--- src/timer_zero_defs.svh ---
`ifndef TIMER_ZERO_DEFS_SVH
`define TIMER_ZERO_DEFS_SVH

// ======================================================================
// Register byte offsets on the bus.
`define TZ_OFF_CTRL_ZERO 8'h00
`define TZ_OFF_CTRL_ONE 8'h04
`define TZ_OFF_COUNT_LOW 8'h08
`define TZ_OFF_COUNT_HIGH 8'h0c
`define TZ_OFF_IRQ 8'h10

// ======================================================================
// Field positions and reset values.
`define TZ_BIT_IRQ_FLAG 0
`define TZ_BIT_IRQ_ENABLE 1
`define TZ_RST_CTRL 8'h00
`define TZ_RST_COUNT_LOW 8'h00
`define TZ_RST_COUNT_HIGH 8'hff
`define TZ_RST_COUNT_TOP 16'hffff
`define TZ_ZERO_BYTE 8'h00
`define TZ_ONE_BYTE 8'h01
`define TZ_ZERO_NIBBLE 4'h0
`define TZ_ONE_NIBBLE 4'h1

// ======================================================================
// Bus responses, the system clock divided by four and the prescaler counter width.
`define TZ_RESP_OKAY 2'h0
`define TZ_RESP_SLVERR 2'h2
`define TZ_QUARTER_LAST 2'h3
`define TZ_QUARTER_ONE 2'h1
`define TZ_PRE_WIDTH 15

`endif

--- src/timer_zero_pkg.sv ---
package timer_zero_pkg;

   // Control register zero, bit 7 down to bit 0.
   typedef struct packed {
      logic countEnableBit;
      logic unusedBit;
      logic outputStatusBit;
      logic wideModeSelect;
      logic [3:0] postDividerSelect;
   } ctrl_zero_t;

   // Control register one, bit 7 down to bit 0.
   typedef struct packed {
      logic [2:0] sourceSelect;
      logic asyncInputBit;
      logic [3:0] preDividerSelect;
   } ctrl_one_t;

   // Counter clock source codes.
   typedef enum logic [2:0] {
      SRC_PIN_TRUE = 3'h0,
      SRC_PIN_INV = 3'h1,
      SRC_FOSC_QUARTER = 3'h2,
      SRC_HIGH_OSC = 3'h3,
      SRC_LOW_OSC = 3'h4,
      SRC_MID_OSC = 3'h5,
      SRC_SECOND_OSC = 3'h6,
      SRC_LOGIC_CELL = 3'h7
   } source_t;

   // Register decode result.
   typedef enum logic [2:0] {
      SEL_CTRL_ZERO = 3'h0,
      SEL_CTRL_ONE = 3'h1,
      SEL_LOW = 3'h2,
      SEL_HIGH = 3'h3,
      SEL_IRQ = 3'h4,
      SEL_NONE = 3'h5
   } reg_sel_t;

endpackage

--- src/timer_zero_prescaler.sv ---
`timescale 1ns/1ps
`include "timer_zero_defs.svh"

module timer_zero_prescaler (
   input wire logic sys_clk,
   input wire logic nrst,
   input wire logic clearCount,
   input wire logic runEnable,
   input wire logic sourceLevel,
   input wire logic [3:0] preDividerSelect,
   output logic prescaledLevel
);

   logic prevLevel;
   logic [`TZ_PRE_WIDTH-1:0] preCount;
   logic [3:0] tapIndex;

   // ======================================================================
   // Ripple count of source rising edges; bit n toggles every 2^n edges.
   always_ff @(posedge sys_clk or negedge nrst) begin
      if (!nrst) begin
         prevLevel <= 1'b0;
         preCount <= '0;
      end else begin
         prevLevel <= sourceLevel;
         if (clearCount) begin
            preCount <= '0;
         end else if (runEnable && sourceLevel && !prevLevel) begin
            preCount <= preCount + `TZ_PRE_WIDTH'(1);
         end
      end
   end

   // The tap one below the select makes the division by two to the select.
   assign tapIndex = preDividerSelect - `TZ_ONE_NIBBLE;

   // Select the undivided source or the counter tap as the prescaled clock.
   always_ff @(posedge sys_clk or negedge nrst) begin
      if (!nrst) begin
         prescaledLevel <= 1'b0;
      end else if (preDividerSelect == `TZ_ZERO_NIBBLE) begin
         prescaledLevel <= sourceLevel;
      end else begin
         prescaledLevel <= preCount[tapIndex];
      end
   end

endmodule // timer_zero_prescaler

--- src/timer_zero_counter.sv ---
`timescale 1ns/1ps
`include "timer_zero_defs.svh"

// Contract
// - In 8-bit mode flag when low byte equals the period value.
// - In 16-bit mode flag when the count wraps from all ones to zero.
// - Flag once every post divider value plus one events.
// - Flag with enable set requests an interrupt, also waking from sleep.
// - Output pulse goes to pin routing and to other peripherals.
// - Output status bit 5 of control zero shows output level, read-only.
// - Output pulse is high for one prescaled clock period per event.
// - Visible output toggles on each rising edge of the output pulse.
// - Count enable bit 7 runs the module; clear stops it.
// - Width select bit 4 chooses 16-bit or 8-bit with a period.
// - Post divider bits 3 to 0 divide by value plus one.
// - Source select codes 2 to 7 pick internal clocks and logic cell.
// - Source code 1 feeds the external pin inverted, code 0 true.
// - Async bit 4 bypasses the quarter clock synchroniser when set.
// - Pre divider bits 3 to 0 divide by two to their value.
// - Control fields clear on reset; bit 6 of control zero reads zero.
// - Count is reached through low and high byte registers.
// - On 8-bit match clear low byte and reload period from high byte.
// - Low byte or control writes and reset clear both scalers.
// - 16-bit low read latches true high; low write loads it.
// - Async mode keeps counting in sleep; sync mode halts.
module timer_zero_counter (
   input wire logic sys_clk,
   input wire logic nrst,
   input wire logic [31:0] awaddr,
   input wire logic awvalid,
   output logic awready,
   input wire logic [31:0] wdata,
   input wire logic [3:0] wstrb,
   input wire logic wvalid,
   output logic wready,
   output logic [1:0] bresp,
   output logic bvalid,
   input wire logic bready,
   input wire logic [31:0] araddr,
   input wire logic arvalid,
   output logic arready,
   output logic [31:0] rdata,
   output logic [1:0] rresp,
   output logic rvalid,
   input wire logic rready,
   input wire logic logicCellOneOutput,
   input wire logic secondaryOscClock,
   input wire logic midFreqInternalOsc,
   input wire logic lowFreqInternalOsc,
   input wire logic highFreqInternalOsc,
   input wire logic externalClockPinInput,
   input wire logic sleepMode,
   output logic timerOutputPulse,
   output logic timerOutput,
   output logic rolloverIrqRequest
);

   timer_zero_pkg::ctrl_zero_t timerControlZero;
   timer_zero_pkg::ctrl_one_t timerControlOne;
   logic [7:0] countLowByte, countHighByte, trueHigh, periodBuf;
   logic [3:0] postCount;
   logic rolloverIrqFlag, rolloverIrqEnable;
   logic awHeld, wHeld;
   logic [31:0] awAddrReg, wDataReg;
   logic wLaneReg;
   logic [5:0] srcSync1, srcSync2;
   logic [1:0] quarterCount;
   logic quarterTick, sourceLevel, prescaledLevel, runEnable;
   logic asyncPrev, syncA, syncB, syncC, syncPend, syncTick, countTick;
   logic doWrite, wrEn, lowWrite, readLow, scalerClear, countEvent, postFire;
   timer_zero_pkg::reg_sel_t wrSel, rdSel, rdSelReg;

   // ======================================================================
   // Register decode used by both the write and the read channel.
   function automatic timer_zero_pkg::reg_sel_t regSelect(input logic [31:0] addr);
      if (addr[31:8] != 24'h000000) begin
         regSelect = timer_zero_pkg::SEL_NONE;
      end else begin
         unique case (addr[7:0])
            `TZ_OFF_CTRL_ZERO: regSelect = timer_zero_pkg::SEL_CTRL_ZERO;
            `TZ_OFF_CTRL_ONE: regSelect = timer_zero_pkg::SEL_CTRL_ONE;
            `TZ_OFF_COUNT_LOW: regSelect = timer_zero_pkg::SEL_LOW;
            `TZ_OFF_COUNT_HIGH: regSelect = timer_zero_pkg::SEL_HIGH;
            `TZ_OFF_IRQ: regSelect = timer_zero_pkg::SEL_IRQ;
            default: regSelect = timer_zero_pkg::SEL_NONE;
         endcase
      end
   endfunction

   // ======================================================================
   // Write channel: address and data are taken in either order.
   assign awready = !awHeld && !bvalid;
   assign wready = !wHeld && !bvalid;
   assign doWrite = awHeld && wHeld && !bvalid;
   assign wrSel = regSelect(awAddrReg);
   assign wrEn = doWrite && wLaneReg;
   assign lowWrite = wrEn && (wrSel == timer_zero_pkg::SEL_LOW);
   assign scalerClear = lowWrite || (wrEn && (wrSel == timer_zero_pkg::SEL_CTRL_ZERO ||
      wrSel == timer_zero_pkg::SEL_CTRL_ONE));

   // Hold address and data until both are present, then answer.
   always_ff @(posedge sys_clk or negedge nrst) begin
      if (!nrst) begin
         awHeld <= 1'b0;
         wHeld <= 1'b0;
         awAddrReg <= '0;
         wDataReg <= '0;
         wLaneReg <= 1'b0;
         bvalid <= 1'b0;
         bresp <= `TZ_RESP_OKAY;
      end else begin
         if (awvalid && awready) begin
            awHeld <= 1'b1;
            awAddrReg <= awaddr;
         end
         if (wvalid && wready) begin
            wHeld <= 1'b1;
            wDataReg <= wdata;
            wLaneReg <= wstrb[0];
         end
         if (doWrite) begin
            awHeld <= 1'b0;
            wHeld <= 1'b0;
            bvalid <= 1'b1;
            bresp <= (wrSel == timer_zero_pkg::SEL_NONE) ? `TZ_RESP_SLVERR : `TZ_RESP_OKAY;
         end else if (bvalid && bready) begin
            bvalid <= 1'b0;
         end
      end
   end

   // ======================================================================
   // Read channel: one cycle from address to data.
   assign arready = !rvalid;
   assign rdSel = regSelect(araddr);
   assign readLow = arvalid && arready && (rdSel == timer_zero_pkg::SEL_LOW);

   // Capture read data; bit 6 of control zero is forced low.
   always_ff @(posedge sys_clk or negedge nrst) begin
      if (!nrst) begin
         rvalid <= 1'b0;
         rdata <= '0;
         rresp <= `TZ_RESP_OKAY;
         rdSelReg <= timer_zero_pkg::SEL_NONE;
      end else if (arvalid && arready) begin
         rvalid <= 1'b1;
         rdSelReg <= rdSel;
         rresp <= (rdSel == timer_zero_pkg::SEL_NONE) ? `TZ_RESP_SLVERR : `TZ_RESP_OKAY;
         unique case (rdSel)
            timer_zero_pkg::SEL_CTRL_ZERO: rdata <= {24'h000000, timerControlZero.countEnableBit,
               1'b0, timerOutput, timerControlZero.wideModeSelect,
               timerControlZero.postDividerSelect};
            timer_zero_pkg::SEL_CTRL_ONE: rdata <= {24'h000000, timerControlOne};
            timer_zero_pkg::SEL_LOW: rdata <= {24'h000000, countLowByte};
            timer_zero_pkg::SEL_HIGH: rdata <= {24'h000000, countHighByte};
            timer_zero_pkg::SEL_IRQ: rdata <= {30'h00000000, rolloverIrqEnable, rolloverIrqFlag};
            default: rdata <= '0;
         endcase
      end else if (rvalid && rready) begin
         rvalid <= 1'b0;
      end
   end

   // ======================================================================
   // Control registers; the output status bit is never written.
   always_ff @(posedge sys_clk or negedge nrst) begin
      if (!nrst) begin
         timerControlZero <= `TZ_RST_CTRL;
         timerControlOne <= `TZ_RST_CTRL;
      end else if (wrEn) begin
         if (wrSel == timer_zero_pkg::SEL_CTRL_ZERO) begin
            timerControlZero.countEnableBit <= wDataReg[7];
            timerControlZero.wideModeSelect <= wDataReg[4];
            timerControlZero.postDividerSelect <= wDataReg[3:0];
         end
         if (wrSel == timer_zero_pkg::SEL_CTRL_ONE) begin
            timerControlOne <= wDataReg[7:0];
         end
      end
   end

   // Interrupt flag and enable; a new event wins over a clear.
   always_ff @(posedge sys_clk or negedge nrst) begin
      if (!nrst) begin
         rolloverIrqFlag <= 1'b0;
         rolloverIrqEnable <= 1'b0;
      end else begin
         if (postFire) begin
            rolloverIrqFlag <= 1'b1;
         end else if (wrEn && wrSel == timer_zero_pkg::SEL_IRQ &&
            wDataReg[`TZ_BIT_IRQ_FLAG]) begin
            rolloverIrqFlag <= 1'b0;
         end
         if (wrEn && wrSel == timer_zero_pkg::SEL_IRQ) begin
            rolloverIrqEnable <= wDataReg[`TZ_BIT_IRQ_ENABLE];
         end
      end
   end

   // Registered request; it stands in sleep as well, so it can wake the core.
   always_ff @(posedge sys_clk or negedge nrst) begin
      if (!nrst) begin
         rolloverIrqRequest <= 1'b0;
      end else begin
         rolloverIrqRequest <= rolloverIrqFlag && rolloverIrqEnable;
      end
   end

   // ======================================================================
   // Clock sources: every outside level passes two flip-flops first.
   always_ff @(posedge sys_clk or negedge nrst) begin
      if (!nrst) begin
         srcSync1 <= '0;
         srcSync2 <= '0;
      end else begin
         srcSync1 <= {logicCellOneOutput, secondaryOscClock, midFreqInternalOsc,
            lowFreqInternalOsc, highFreqInternalOsc, externalClockPinInput};
         srcSync2 <= srcSync1;
      end
   end

   // Free divider giving the system clock divided by four and its enable.
   always_ff @(posedge sys_clk or negedge nrst) begin
      if (!nrst) begin
         quarterCount <= '0;
      end else begin
         quarterCount <= quarterCount + `TZ_QUARTER_ONE;
      end
   end
   assign quarterTick = (quarterCount == `TZ_QUARTER_LAST);

   // Source multiplexer.
   always_comb begin
      unique case (timer_zero_pkg::source_t'(timerControlOne.sourceSelect))
         timer_zero_pkg::SRC_PIN_TRUE: sourceLevel = srcSync2[0];
         timer_zero_pkg::SRC_PIN_INV: sourceLevel = !srcSync2[0];
         timer_zero_pkg::SRC_FOSC_QUARTER: sourceLevel = quarterCount[1];
         timer_zero_pkg::SRC_HIGH_OSC: sourceLevel = srcSync2[1];
         timer_zero_pkg::SRC_LOW_OSC: sourceLevel = srcSync2[2];
         timer_zero_pkg::SRC_MID_OSC: sourceLevel = srcSync2[3];
         timer_zero_pkg::SRC_SECOND_OSC: sourceLevel = srcSync2[4];
         timer_zero_pkg::SRC_LOGIC_CELL: sourceLevel = srcSync2[5];
      endcase
   end

   // Sync mode stops in sleep; async mode keeps running.
   assign runEnable = timerControlZero.countEnableBit &&
      (timerControlOne.asyncInputBit || !sleepMode);

   timer_zero_prescaler prescaler (
      .sys_clk(sys_clk),
      .nrst(nrst),
      .clearCount(scalerClear),
      .runEnable(runEnable),
      .sourceLevel(sourceLevel),
      .preDividerSelect(timerControlOne.preDividerSelect),
      .prescaledLevel(prescaledLevel)
   );

   // ======================================================================
   // Edge paths: direct in async mode; in sync mode an edge waits for the quarter enable.
   // A source as fast as the quarter clock still counts once per quarter period.
   always_ff @(posedge sys_clk or negedge nrst) begin
      if (!nrst) begin
         asyncPrev <= 1'b0;
         syncA <= 1'b0;
         syncB <= 1'b0;
         syncC <= 1'b0;
         syncPend <= 1'b0;
         syncTick <= 1'b0;
      end else begin
         asyncPrev <= prescaledLevel;
         syncA <= prescaledLevel;
         syncB <= syncA;
         syncC <= syncB;
         syncTick <= quarterTick && (syncPend || (syncB && !syncC));
         if (quarterTick) begin
            syncPend <= 1'b0;
         end else if (syncB && !syncC) begin
            syncPend <= 1'b1;
         end
      end
   end
   assign countTick = runEnable && (timerControlOne.asyncInputBit ?
      (prescaledLevel && !asyncPrev) : syncTick);

   // Match in 8-bit mode, wrap from all ones in 16-bit mode.
   assign countEvent = countTick && !lowWrite && (timerControlZero.wideModeSelect ?
      ({trueHigh, countLowByte} == `TZ_RST_COUNT_TOP) : (countLowByte == periodBuf));
   assign postFire = countEvent && (postCount == timerControlZero.postDividerSelect);

   // ======================================================================
   // Counter; a software write wins over a count in the same cycle.
   always_ff @(posedge sys_clk or negedge nrst) begin
      if (!nrst) begin
         countLowByte <= `TZ_RST_COUNT_LOW;
         trueHigh <= `TZ_ZERO_BYTE;
      end else if (lowWrite) begin
         countLowByte <= wDataReg[7:0];
         if (timerControlZero.wideModeSelect) begin
            trueHigh <= countHighByte;
         end
      end else if (countTick) begin
         if (timerControlZero.wideModeSelect) begin
            {trueHigh, countLowByte} <= {trueHigh, countLowByte} + 16'h0001;
         end else if (countLowByte == periodBuf) begin
            countLowByte <= `TZ_ZERO_BYTE;
         end else begin
            countLowByte <= countLowByte + `TZ_ONE_BYTE;
         end
      end
   end

   // High holding byte: software value, or true high caught on a low read.
   always_ff @(posedge sys_clk or negedge nrst) begin
      if (!nrst) begin
         countHighByte <= `TZ_RST_COUNT_HIGH;
      end else if (wrEn && wrSel == timer_zero_pkg::SEL_HIGH) begin
         countHighByte <= wDataReg[7:0];
      end else if (readLow && timerControlZero.wideModeSelect) begin
         countHighByte <= trueHigh;
      end
   end

   // Period buffer reloads from the high byte on each match.
   always_ff @(posedge sys_clk or negedge nrst) begin
      if (!nrst) begin
         periodBuf <= `TZ_RST_COUNT_HIGH;
      end else if (countEvent && !timerControlZero.wideModeSelect) begin
         periodBuf <= countHighByte;
      end
   end

   // Postscaler counts events and restarts after the selected ratio.
   always_ff @(posedge sys_clk or negedge nrst) begin
      if (!nrst) begin
         postCount <= `TZ_ZERO_NIBBLE;
      end else if (scalerClear) begin
         postCount <= `TZ_ZERO_NIBBLE;
      end else if (postFire) begin
         postCount <= `TZ_ZERO_NIBBLE;
      end else if (countEvent) begin
         postCount <= postCount + `TZ_ONE_NIBBLE;
      end
   end

   // ======================================================================
   // Output pulse spans one prescaled period; the pin output toggles on it.
   always_ff @(posedge sys_clk or negedge nrst) begin
      if (!nrst) begin
         timerOutputPulse <= 1'b0;
         timerOutput <= 1'b0;
      end else begin
         if (postFire) begin
            timerOutputPulse <= 1'b1;
            timerOutput <= !timerOutput;
         end else if (countTick) begin
            timerOutputPulse <= 1'b0;
         end
      end
   end
endmodule // timer_zero_counter

--- config.mk ---
export PLATFORM = sky130hd
export DESIGN_NAME = timer_zero_counter
export DESIGN_NICKNAME = d
export VERILOG_FILES = /design/src/timer_zero_pkg.sv /design/src/timer_zero_prescaler.sv /design/src/timer_zero_counter.sv
export VERILOG_INCLUDE_DIRS = /design/src
export SDC_FILE = /design/constraint.sdc
export NUM_CORES = 1
export LEC_CHECK = 0
export BUFFER_PORTS_ARGS = -buffer_cell sky130_fd_sc_hd__buf_2
export CORE_MARGIN = 2
export CORE_UTILIZATION = 29
export DETAILED_ROUTE_END_ITERATION = 16
export GPL_TIMING_DRIVEN = 1
export HOLD_SLACK_MARGIN = 0.08
export PLACE_DENSITY_LB_ADDON = 0.1
export SLEW_MARGIN = 25
export SYNTH_ARGS = -nofsm -noshare
export SYNTH_HDL_FRONTEND = slang
export SYNTH_HIERARCHICAL = 1
export SYNTH_SLANG_ARGS = --single-unit
--- constraint.sdc ---
create_clock -name sys_clk -period 4.8 [get_ports sys_clk]
set_input_delay 0.96 -clock sys_clk [delete_from_list [all_inputs] [get_ports sys_clk]]
set_output_delay 0.96 -clock sys_clk [all_outputs]
set_load 0.01 [all_outputs]
# [After elaboration in Yosys (flattened, before gate mapping)]
# Cells that the tools add are included.
[totals] in_bits=114 ff_bits=172 word_cells=184 output_inout_bits=44
[op_classes] eq_ne=31 reduce_logical=67 order_cmp=1 add_sub_neg=6 mux=42
[op_table] op="$mux W8" count=10
[op_table] op="$reduce_bool A24 Y1" count=2
[op_table] op="$pmux W8 S5" count=1
[op_table] op="$eq A8 B4 Y1 const B" count=4
[op_table] op="$mux W15" count=2
[op_table] op="$pmux W3 S5" count=2
[op_table] op="$logic_and A1 B1 Y1" count=29
[op_table] op="$eq A3 B3 Y1 const B" count=8
[op_table] op="$reduce_bool A2 Y1" count=10
[op_table] op="$eq A3 B2 Y1 const B" count=6
[op_table] op="$mux W1" count=18
[op_table] op="$add A16 B1 Y16 const B" count=1
[op_table] op="$eq A16 B16 Y1 const B" count=1
[op_table] op="$eq A8 B3 Y1 const B" count=2
[op_table] op="$eq A8 B5 Y1 const B" count=2
[op_table] op="$logic_not A8 Y1" count=2
[op_table] op="$add A15 B1 Y15 const B" count=1
[op_table] op="$logic_not A1 Y1" count=12
[op_table] op="$mux W4" count=3
[op_table] op="$eq A3 B1 Y1 const B" count=3
[op_table] op="$logic_not A3 Y1" count=3
[op_table] op="$add A8 B1 Y8 const B" count=1
[op_table] op="$eq A8 B8 Y1" count=1
[op_table] op="$pmux W1 S8" count=1
[op_table] op="15 further kinds" count=22

# [Logic depth before layout (Yosys ltp)]
# Gate-level depths: netlist of run 1.
[logic_depth] ltp_word=11 ltp_mapped=8 depth_no_buf=8

# [By module]
# The synthesis of run 1 kept the hierarchy.
[by_module_without_submodules] mod="timer_zero_counter" area_per_inst_um2=6072.1 instances=1 cells_each=527 seq_area_each_um2=3248.1
[by_module_without_submodules] mod="timer_zero_prescaler" area_per_inst_um2=1109.8 instances=1 cells_each=110 seq_area_each_um2=425.4

# [Least setup slack after synthesis of run 1]
# No wires, ideal clock.
[synth_path] path_type="in2reg" from="input araddr[0]" to="register countHighByte[4]" cell_stages=7 t_arrival_ns=2.553 t_required_ns=4.707 slack_ns=2.154 path_buffers=1 cell_sequence="nor4_2 > or3b_4 > nor4_4 > and3_1 > buf_6 > mux2i_1 > a21oi_1"
[synth_between] elab_chain_len=7 elab_cells_between_ends=11 classes_between="eq/ne: 5; mux: 2; reduce/logical: 4"
[synth_rtl] element="start: declaration" line="timer_zero_counter.sv:39" rtl="input wire logic [31:0] araddr,"
[synth_rtl] element="$eq A8 B5 Y1 (tied with other cells)" line="timer_zero_counter.sv:79" rtl="unique case (addr[7:0])"
[synth_rtl] element="$pmux W3 S5 (*)" line="timer_zero_counter.sv:79"
[synth_rtl] element="$mux W3 (*)" line="timer_zero_counter.sv:76" rtl="if (addr[31:8] != 24'h000000) begin"
[synth_rtl] element="$eq A3 B2 Y1 (*)" line="timer_zero_counter.sv:136" rtl="assign readLow = arvalid && arready && (rdSel == timer_zero_pkg::SEL_LOW);"
[synth_rtl] element="$logic_and A1 B1 Y1 (*)" line="timer_zero_counter.sv:136"
[synth_rtl] element="$logic_and A1 B1 Y1 (*)" line="timer_zero_counter.sv:320" rtl="end else if (readLow && timerControlZero.wideModeSelect) begin"
[synth_rtl] element="$reduce_bool A2 Y1 (no source line) (*)"
[synth_rtl] element="end signal: assignment" line="timer_zero_counter.sv:317" rtl="countHighByte <= `TZ_RST_COUNT_HIGH;"
[synth_rtl] element="end signal: assignment" line="timer_zero_counter.sv:319" rtl="countHighByte <= wDataReg[7:0];"
[synth_rtl] element="end signal: assignment" line="timer_zero_counter.sv:321" rtl="countHighByte <= trueHigh;"
[synth_rtl] element="end: declaration" line="timer_zero_counter.sv:60" rtl="logic [7:0] countLowByte, countHighByte, trueHigh, periodBuf;"
# Mark *: on every way between the ends. The rest lies on a longest branch, timed or not.
# A chain may end at the register's enable or synchronous reset.

# [Worst setup path after layout of run 1]
[layout_path] from="input araddr[0]" to="register countHighByte[3]"
# The elaborated chain is that of the path after synthesis.

==> results of run 1 <==
[kinds of logic (layout without fill, tap and decap cells)]
logic type | count (synthesis) | in the layout
AOI/OAI and AO/OA | 114 | 114
adders and majority gates | 6 | 6
muxes | 86 | 86
xor gates and xnor gates | 23 | 23
and+or+nand+nor | 198 | 198
other | 1 | 28
DFF | 146 | 146
buffers and inverters | 63 | 157
[layer usage]
| layer | vias up | global-route usage [%] | share of wire [%] |
|---|---|---|---|
| met5 | - | 0 | 0.073 |
| li1 | 2486 | - | - |
| met2 | 149 | 22.65 | 48 |
| met4 | 2 | 4.505 | 1.5 |
| met1 | 2565 | 18.32 | 45 |
| met3 | 16 | 3.852 | 5.2 |
[cell type report]
cell class,instances,area share [%]
inverter,16,0.7057
clock inverter,13,1.235
clock buffer,18,5.160
tap,324,4.763
multi-input combinational,453,38.19
antenna,2,0.05881
sequential,146,43.16
timing repair buffer,110,6.719
[synthesized netlist by cell type, types with 12 or more instances]
master / instances / area [um^2]
dfrtp_1: 130 / 3253
mux2_2: 61 / 686.9
nor2_1: 49 / 183.9
nand2_1: 40 / 150.1
a21oi_1: 39 / 195.2
o21ai_0: 33 / 165.2
buf_4: 26 / 195.2
nor4_1: 20 / 125.1
dfstp_2: 16 / 420.4
nand3_1: 16 / 80.08
xor2_1: 16 / 140.1
inv_1: 15 / 56.30
mux2i_1: 15 / 150.1
clkbuf_1: 12 / 45.04
[sequential cells by signal (all words and copies together), names as in the netlist, 2 cells and up]
| register | flops |
|---|---|
| awAddrReg | 32 |
| prescaler/preCount | 15 |
| countHighByte | 8 |
| countLowByte | 8 |
| periodBuf | 8 |
| rdata | 8 |
| timerControlOne | 8 |
| trueHigh | 8 |
| wDataReg | 8 |
| srcSync1 | 6 |
| srcSync2 | 6 |
| timerControlZero | 6 |
| postCount | 4 |
| quarterCount | 2 |
[power by group]
group	internal, mW	switching (mW)
clock	0.678	0.550
sequential	1.44	0.171
combinational	0.258	0.215
[how the worst min path moves through the flow]
stage / to / cells past startpoint
finish: srcSync2[3] / 0
global route: srcSync2[5] / 0
CTS: srcSync2[0] / 0
detailed placement: srcSync2[0] / 0
global placement: srcSync2[4] / 0
floorplan: srcSync2[0] / 0
[worst register-to-register path, stage by stage, from the launching register on]
cell	delay, ps
dfrtp_1	550
mux2i_1	120
nand2_1	70
o21ai_0	70
o21ai_0	420
nand4b_1	450
nor3_2	370
and3_1	200
mux2_1	330
==> results.sh, run 1 <==
export IMPL_grt_start_max_net_pins=69
export IMPL_muxShareOfSynthArea_pct=14.58
export IMPL_start_kind="primary input"
export IMPL_period_needed_ps=2888
export IMPL_ff2ff_path_depth=8
export IMPL_placementRows=57
export IMPL_cts_inserted_buffers=17
export IMPL_clock_insertion_delay_worst_skew_ps=420
export IMPL_outcome="complete, no violations"
export IMPL_finish_net_count=864
export IMPL_critPathMaxStageDelay_ps=630
export IMPL_clk_root_buffer_cell="clkbuf_16"
export IMPL_yosys_cell_types_count=69
export IMPL_postCtsSetupBuffers=0
export IMPL_ir_worst_vdd_v=0.0001807
export IMPL_route_detailed_wl_per_inst_um=16.54
export IMPL_final_cell_mix="dfrtp_1, buf_2, mux2_2"
export IMPL_synthesis_instances=637
export IMPL_die_y_extent_um=161.4
export IMPL_first_pass_grt_wire_length_um=28280
export IMPL_yosys_register_bits=146
export IMPL_sequence_of_cells_on_the_critical_path="buf_2 -> nor4_2 -> or3b_4 -> nor4_4 -> and3_1 -> mux2i_1 -> a21oi_1"
export IMPL_finalSetupViolCount=0
export IMPL_number_of_global_route_vias_before_repair=5167
export IMPL_crit_buf_inv=1
export IMPL_crit_fanout=9
export IMPL_synthesis_area_um2=7182
export IMPL_cts_resized=0
export IMPL_place_area_um2=7961
export IMPL_layout_cells_non_filler=1082
export IMPL_die_width_um=161.4
export IMPL_place_inst=1049
export IMPL_timing_final_ws_setup_ps=1912
export IMPL_max_cap_viol_count=0
export IMPL_yosysWarnings=6
export IMPL_whs_ps=347.1
export IMPL_setup_tns_ps=0
export IMPL_grt_total_usage_pct=14.03
export IMPL_globalRoute_totalOverflow=0
export IMPL_top_level_ports=158
export IMPL_cts_num_sinks=146
export IMPL_numPortBuffers=104
export IMPL_layout_cell_area_non_filler_um2=8511
export IMPL_max_freq_ghz=0.3463
export IMPL_timing_worst_setup_path_type="in2reg"
export IMPL_async_set_or_reset_register_ratio_after_synthesis_pct=100.0
export IMPL_floorplan_core_area_um2=24320
export IMPL_synth_adder_area_share_pct=1.045
export IMPL_max_slew_vio_count=0
export IMPL_wl_um=17890
export IMPL_routed_via_density=4.823
export IMPL_top_ff_cell_synth="dfrtp_1"
export IMPL_xor_xnor_share_of_the_synthesized_area_pct=2.805
export IMPL_totalPowerFinal_mw=3.308
export IMPL_die_area_um2=26040
export IMPL_htree_depth=4
export IMPL_clock_skew_ps=9.746
export IMPL_clock_tree_buffer_depth=2
export IMPL_synth_compound_area_share_pct=10.16
export IMPL_setup_reg_to_reg_worst_slack_ps=2100
export IMPL_yosys_area_share_simple_pct=15.31
export IMPL_detailed_place_hpwl_um=13110
export IMPL_critical_path_required_ps=5120
export IMPL_initial_standard_cell_utilization_of_the_core_pct=29.53
export IMPL_multi_input_combinational_cell_area_um2=3251
export IMPL_vias_after_detailed_routing=5218
export IMPL_timing_critical_path_arrival_ps=3210
export IMPL_area_growth_syn_to_layout_pct=18.50
export IMPL_routability_congestion_estimate=0.8175
export IMPL_cellLeakagePower_nw=3.795
export IMPL_final_common_cell="dfrtp_1"
export IMPL_fillers=2426
export IMPL_r2r_startpoint="timerControlOne[5]"
export IMPL_worst_slew_margin_rel_pct=43.14
export IMPL_final_core_util_pct=35.00
export IMPL_critPathCapture="countHighByte[3]"
export IMPL_rsz0062_at_grt="no"
export IMPL_cp_top_delay_family="simple AND/OR/NAND/NOR gates"
export IMPL_worst_setup_path_end_kind="flip-flop"
export IMPL_drt_pass1_iterations=4
export IMPL_synth_edf_count=0
export IMPL_grt_antenna_before_repair=3
export IMPL_detail_route_drc_violations=0
export IMPL_clk_transition_reported_paths_ps=60
export IMPL_drt_antenna_violating_nets=0
export IMPL_post_route_cells_drive_above_1_share_pct=32.67
export IMPL_path_depth=7
export IMPL_synth_top_family_by_area="simple AND/OR/NAND/NOR gates"
export IMPL_holdCritPathClass="reg2reg"
export IMPL_seq_area_um2=3674
export IMPL_cts_tree="yes"
export IMPL_slowest_stage="and3_1"
export IMPL_final_min_period_over_clock_period_pct=60.17
export IMPL_power_density_nw_per_um2=388.7
export IMPL_timing_worst_slew_pin_value_ps=845.0
export IMPL_postCtsHoldBufs=0
export IMPL_final_hold_violation_count=0
export IMPL_worst_hold_startpoint="srcSync1[3]"
export IMPL_seq_area_frac_synth_pct=51.15
export IMPL_synth_avg_cell_area_um2=11.27
export IMPL_worstReg2RegEnd="prescaler/preCount[14]"
export IMPL_cp_startpoint="araddr[0]"
export IMPL_dp_worst_setup_slack_ps=1416
export IMPL_detailedRoute_firstIterationViolations=269
(Power assumes the default switching activity.)
==> run 2, diff against run 1 <==
==> constraint.sdc (replaced) <==
create_clock -name sys_clk -period 2.46 [get_ports sys_clk]
set_input_delay 0.492 -clock sys_clk [delete_from_list [all_inputs] [get_ports sys_clk]]
set_output_delay 0.492 -clock sys_clk [all_outputs]
set_load 0.01 [all_outputs]
==> results.sh, run 2 (synthesized netlist as in run 1, its figures left out) <==
export IMPL_outcome="complete, no violations"
export IMPL_top_level_ports=158
export IMPL_finalSetupViolCount=0
export IMPL_vias_after_detailed_routing=5264
export IMPL_slowest_stage="or4b_1"
export IMPL_final_common_cell="dfrtp_1"
export IMPL_final_min_period_over_clock_period_pct=95.73
export IMPL_cts_tree="yes"
export IMPL_drt_antenna_violating_nets=0
export IMPL_fillers=2416
export IMPL_detailed_place_hpwl_um=13530
export IMPL_die_width_um=161.4
export IMPL_clk_transition_reported_paths_ps=60
export IMPL_floorplan_core_area_um2=24320
export IMPL_worst_hold_startpoint="logicCellOneOutput"
export IMPL_busiest_layer="met2"
export IMPL_timing_worst_setup_path_type="reg2reg"
export IMPL_cp_top_delay_family="simple AND/OR/NAND/NOR gates"
export IMPL_grt_start_max_net_pins=53
export IMPL_detailedRoute_firstIterationViolations=268
export IMPL_whs_ps=172.4
export IMPL_routed_via_density=4.704
export IMPL_globalRouteMet1Util_pct=18.29
export IMPL_holdCritPathClass="in2reg"
export IMPL_first_pass_grt_wire_length_um=29190
export IMPL_timing_critical_path_arrival_ps=2700
export IMPL_clock_insertion_delay_worst_skew_ps=420
export IMPL_number_of_global_route_vias_before_repair=5439
export IMPL_clock_tree_buffer_depth=2
export IMPL_largest_register_ff_count=32
export IMPL_start_kind="flip-flop"
export IMPL_die_y_extent_um=161.4
export IMPL_cts_inserted_buffers=17
export IMPL_cp_startpoint="countLowByte[0]"
export IMPL_numPortBuffers=104
export IMPL_max_cap_viol_count=0
export IMPL_htree_depth=4
export IMPL_met3_track_usage_gr_pct=3.980
export IMPL_insertedDiodeCount=0
export IMPL_r2r_startpoint="countLowByte[0]"
export IMPL_final_hold_violation_count=0
export IMPL_clk_root_buffer_cell="clkbuf_16"
export IMPL_grt_antenna_before_repair=1
export IMPL_max_slew_vio_count=0
export IMPL_drt_pass1_iterations=4
export IMPL_timing_worst_slew_pin_value_ps=530.7
export IMPL_initial_standard_cell_utilization_of_the_core_pct=29.53
export IMPL_place_inst=1084
export IMPL_crit_buf_inv=1
export IMPL_met2_usage_pct=23.62
export IMPL_die_area_um2=26040
export IMPL_route_detailed_wl_per_inst_um=16.09
export IMPL_globalRoute_totalOverflow=0
export IMPL_layout_cells_non_filler=1119
export IMPL_detail_route_drc_violations=0
export IMPL_clock_skew_ps=8.194
export IMPL_setup_tns_ps=0
export IMPL_place_area_um2=8249
export IMPL_critical_path_required_ps=2810
export IMPL_crit_fanout=3
export IMPL_grt_total_usage_pct=14.35
export IMPL_worst_slew_margin_rel_pct=64.62
export IMPL_finish_net_count=902
export IMPL_reg_largest_list="awAddrReg x32, prescaler/preCount x15"
export IMPL_period_needed_ps=2355
export IMPL_cts_num_sinks=146
export IMPL_final_cell_mix="dfrtp_1, buf_2, mux2_2"
export IMPL_power_density_nw_per_um2=739.5
export IMPL_wl_um=18000
export IMPL_cellLeakagePower_nw=3.994
export IMPL_top_register="awAddrReg"
export IMPL_placementRows=57
export IMPL_sequence_of_cells_on_the_critical_path="ha_2 -> and3_4 -> nand4_1 -> nor4b_2 -> buf_4 -> o211ai_1 -> or4b_1 -> a21oi_2"
export IMPL_worst_setup_path_end_kind="flip-flop"
export IMPL_max_freq_ghz=0.4247
export IMPL_ir_worst_vdd_v=0.0004695
export IMPL_layout_cell_area_non_filler_um2=8866
export IMPL_critPathMaxStageDelay_ps=540
export IMPL_routability_congestion_estimate=0.8142
export IMPL_rsz0062_at_grt="no"
export IMPL_area_growth_syn_to_layout_pct=23.45
export IMPL_post_route_cells_drive_above_1_share_pct=36.48
==> run 2: cell count changes in the layout (fill, tap and decap cells not counted), sizes merged <==
cell,before,now
inv,18,19
buf,110,147
diode,2,0
clkbuf,18,20
clkinv,7,3
clkinvlp,4,6
dlygate4sd3,0,1
==> run 2: path summary, 6_finish.rpt <==
path / slack, ps / to / cells after the start
setup / recovery: 110 / postCount[2] / 8
hold / removal: 170 / srcSync1[5] / 1
setup reg to reg: 110 / postCount[2] / 8
hold reg to reg: 350 / srcSync2[4] / 0
max in group asynchronous: 1200 / awAddrReg[11] / 3
min in group asynchronous: 600 / trueHigh[6] / 2
==> run 2: report_power, final <==
| part | switching (mW) | internal, mW |
|---|---|---|
| registers | 0.360 | 2.80 |
| clock network | 1.07 | 1.39 |
| logic | 0.410 | 0.523 |
==> run 2: per-layer routing <==
metal	wire, um	vias up	share of wire (%)
met2	8754	142	49
met4	340	0	1.9
met3	976	18	5.4
met1	7931	2548	44
met5	0	-	0
li1	-	2556	-
==> run 2: timing repair <==
item / CTS / global route
hold buffers: 1 / 0
setup endpoints to repair: 0 / 9
setup buffers: 0 / 2
endpoints found under the hold margin: 32 / 0
resized for setup: 0 / 7
==> run 2: area by class of cell <==
type                            count  area, um^2  area share (%)
Tap cell                          324       405.4           4.572
Sequential cell                   146        3674           41.43
Timing Repair Buffer              148       888.4           10.02
Multi-Input combinational cell    453        3274           36.93
Clock inverter                     12       97.59           1.101
Clock buffer                       20       466.7           5.264
Inverter                           16       60.06          0.6774
==> run 2: through the flow <==
stage | worst slack (ps) | power, mW | util [%]
detailed placement | 41.47 | 4.147 | 33.92
global route | 3.115 | 6.932 | 36.46
floorplan | 143.5 | 3.747 | -
global placement | 85.95 | 4.100 | 33.92
CTS | 15.27 | 6.658 | 36.28
finish | 105.1 | 6.556 | 36.46
==> run 2: worst reg2reg max path, stage by stage, from the launching register on <==
cell and delay (ps):
dfrtp_1 370, ha_2 200, and3_4 190, nand4_1 150
nor4b_2 330, buf_4 170, o211ai_1 190, or4b_1 540
a21oi_2 150
==> run 3, diff against run 2 <==
--- a/config.mk
+++ b/config.mk
@@ -8,7 +8,7 @@
 export LEC_CHECK = 0
 export BUFFER_PORTS_ARGS = -buffer_cell sky130_fd_sc_hd__buf_2
 export CORE_MARGIN = 2
-export CORE_UTILIZATION = 29
+export CORE_UTILIZATION = 45
 export DETAILED_ROUTE_END_ITERATION = 16
 export GPL_TIMING_DRIVEN = 1
 export HOLD_SLACK_MARGIN = 0.08
==> results.sh, run 3 (synthesized netlist as in run 1, its figures left out) <==
export IMPL_outcome="complete, no violations"
export IMPL_holdCritPathClass="in2reg"
export IMPL_finish_net_count=893
export IMPL_routed_via_density=5.307
export IMPL_floorplan_core_area_um2=15710
export IMPL_timing_critical_path_arrival_ps=2630
export IMPL_detail_route_drc_violations=0
export IMPL_critical_path_required_ps=2800
export IMPL_vias_after_detailed_routing=5312
export IMPL_first_pass_grt_wire_length_um=27010
export IMPL_top_register="awAddrReg"
export IMPL_route_detailed_wl_per_inst_um=16.67
export IMPL_worst_setup_path_end_kind="flip-flop"
export IMPL_die_width_um=130.3
export IMPL_grt_total_usage_pct=20.95
export IMPL_max_freq_ghz=0.4375
export IMPL_die_y_extent_um=130.3
export IMPL_rsz0062_at_grt="no"
export IMPL_clock_insertion_delay_worst_skew_ps=430
export IMPL_drt_pass1_iterations=4
export IMPL_detailedRoute_firstIterationViolations=307
export IMPL_placementRows=46
export IMPL_area_growth_syn_to_layout_pct=20.40
export IMPL_routability_congestion_estimate=0.9187
export IMPL_cts_num_sinks=146
export IMPL_reg_largest_list="awAddrReg x32, prescaler/preCount x15"
export IMPL_globalRoute_totalOverflow=0
export IMPL_htree_depth=4
export IMPL_timing_worst_setup_path_type="reg2reg"
export IMPL_drt_antenna_violating_nets=0
export IMPL_max_slew_vio_count=0
export IMPL_cts_tree="yes"
export IMPL_cellLeakagePower_nw=3.957
export IMPL_grt_start_max_net_pins=59
export IMPL_setup_tns_ps=0
export IMPL_insertedDiodeCount=0
export IMPL_clk_transition_reported_paths_ps=60
export IMPL_clock_skew_ps=9.640
export IMPL_final_common_cell="dfrtp_1"
export IMPL_max_cap_viol_count=0
export IMPL_numPortBuffers=104
export IMPL_initial_standard_cell_utilization_of_the_core_pct=45.71
export IMPL_post_route_cells_drive_above_1_share_pct=35.16
export IMPL_period_needed_ps=2286
export IMPL_number_of_global_route_vias_before_repair=5235
export IMPL_clk_root_buffer_cell="clkbuf_16"
export IMPL_final_cell_mix="dfrtp_1, buf_2, mux2_2"
export IMPL_fillers=1455
export IMPL_cts_inserted_buffers=17
export IMPL_largest_register_ff_count=32
export IMPL_die_area_um2=16990
export IMPL_timing_worst_slew_pin_value_ps=697.2
export IMPL_final_hold_violation_count=0
export IMPL_crit_fanout=4
export IMPL_totalPowerFinal_mw=6.551
export IMPL_top_level_ports=158
export IMPL_finalSetupViolCount=0
export IMPL_power_density_nw_per_um2=757.7
export IMPL_grt_antenna_before_repair=0
export IMPL_final_min_period_over_clock_period_pct=92.91
export IMPL_clock_tree_buffer_depth=2
export IMPL_worst_slew_margin_rel_pct=53.52
export IMPL_ir_worst_vdd_v=0.0005294
export IMPL_start_kind="flip-flop"
export IMPL_detailed_place_hpwl_um=12410
export IMPL_wl_um=16690
[run 3: what timing repair did]
item / CTS / global route
setup endpoints to repair: 0 / 12
endpoints found under the hold margin: 46 / 0
hold buffers: 1 / 0
gates resized for setup: 0 / 4
setup buffers: 0 / 1
[run 3: final cells by class]
class	instances	area (um^2)	share of cell area, %
Clock inverter	13	127.6	1.476
Inverter	16	60.06	0.6945
Timing Repair Buffer	139	817.0	9.449
Clock buffer	18	429.2	4.963
Tap cell	216	270.3	3.125
Multi-Input combinational cell	453	3269	37.81
Sequential cell	146	3674	42.48
[run 3: critical path, cell delays in order (launching register included)]
cell and delay, ps:
dfrtp_1 390, buf_4 160, xor2_1 140, nor4_1 320, and3_1 280, o211ai_1 230, or4b_1 520, a21oi_1 160
[run 3: metrics by stage]
stage | hold slack [ps] | std cells | setup slack, ps | utilization, % | area (um^2)
floorplan | 196.4 | 662 | 143.5 | - | 7276
global placement | 336.9 | 968 | 160.7 | 51.26 | 8054
detailed placement | 334.7 | 968 | 108.0 | 51.26 | 8054
CTS | 153.3 | 1000 | 90.60 | 54.87 | 8621
global route | 156.3 | 1001 | 4.687 | 55.03 | 8647
finish | 169.9 | 1001 | 174.5 | 55.03 | 8647
[run 3: layer usage]
metal  vias up  share of wire (%)  GRT usage [%]
met5         -                  0              0
met4         0                2.4          7.572
met3        30                6.1          5.822
met2       145                 49          34.65
met1      2592                 43          26.51
li1       2545                  -              -
[run 3: final timing paths]
kind | from | endpoint | slack, ps | depth (start not counted)
min reg2reg | srcSync1[2] | srcSync2[2] | 350 | 0
max in group asynchronous | nrst | countHighByte[7] | 1100 | 3
max reg2reg | countLowByte[1] | postCount[2] | 170 | 7
min | externalClockPinInput | srcSync1[0] | 170 | 1
max | countLowByte[1] | postCount[2] | 170 | 7
min in group asynchronous | nrst | trueHigh[1] | 620 | 2
[run 3: power by group]
group | leakage (nW) | internal [mW] | switching [mW]
clock | 0.269 | 1.40 | 1.06
combinational | 1.92 | 0.515 | 0.405
sequential | 1.77 | 2.80 | 0.360
total | 3.96 | 4.72 | 1.83
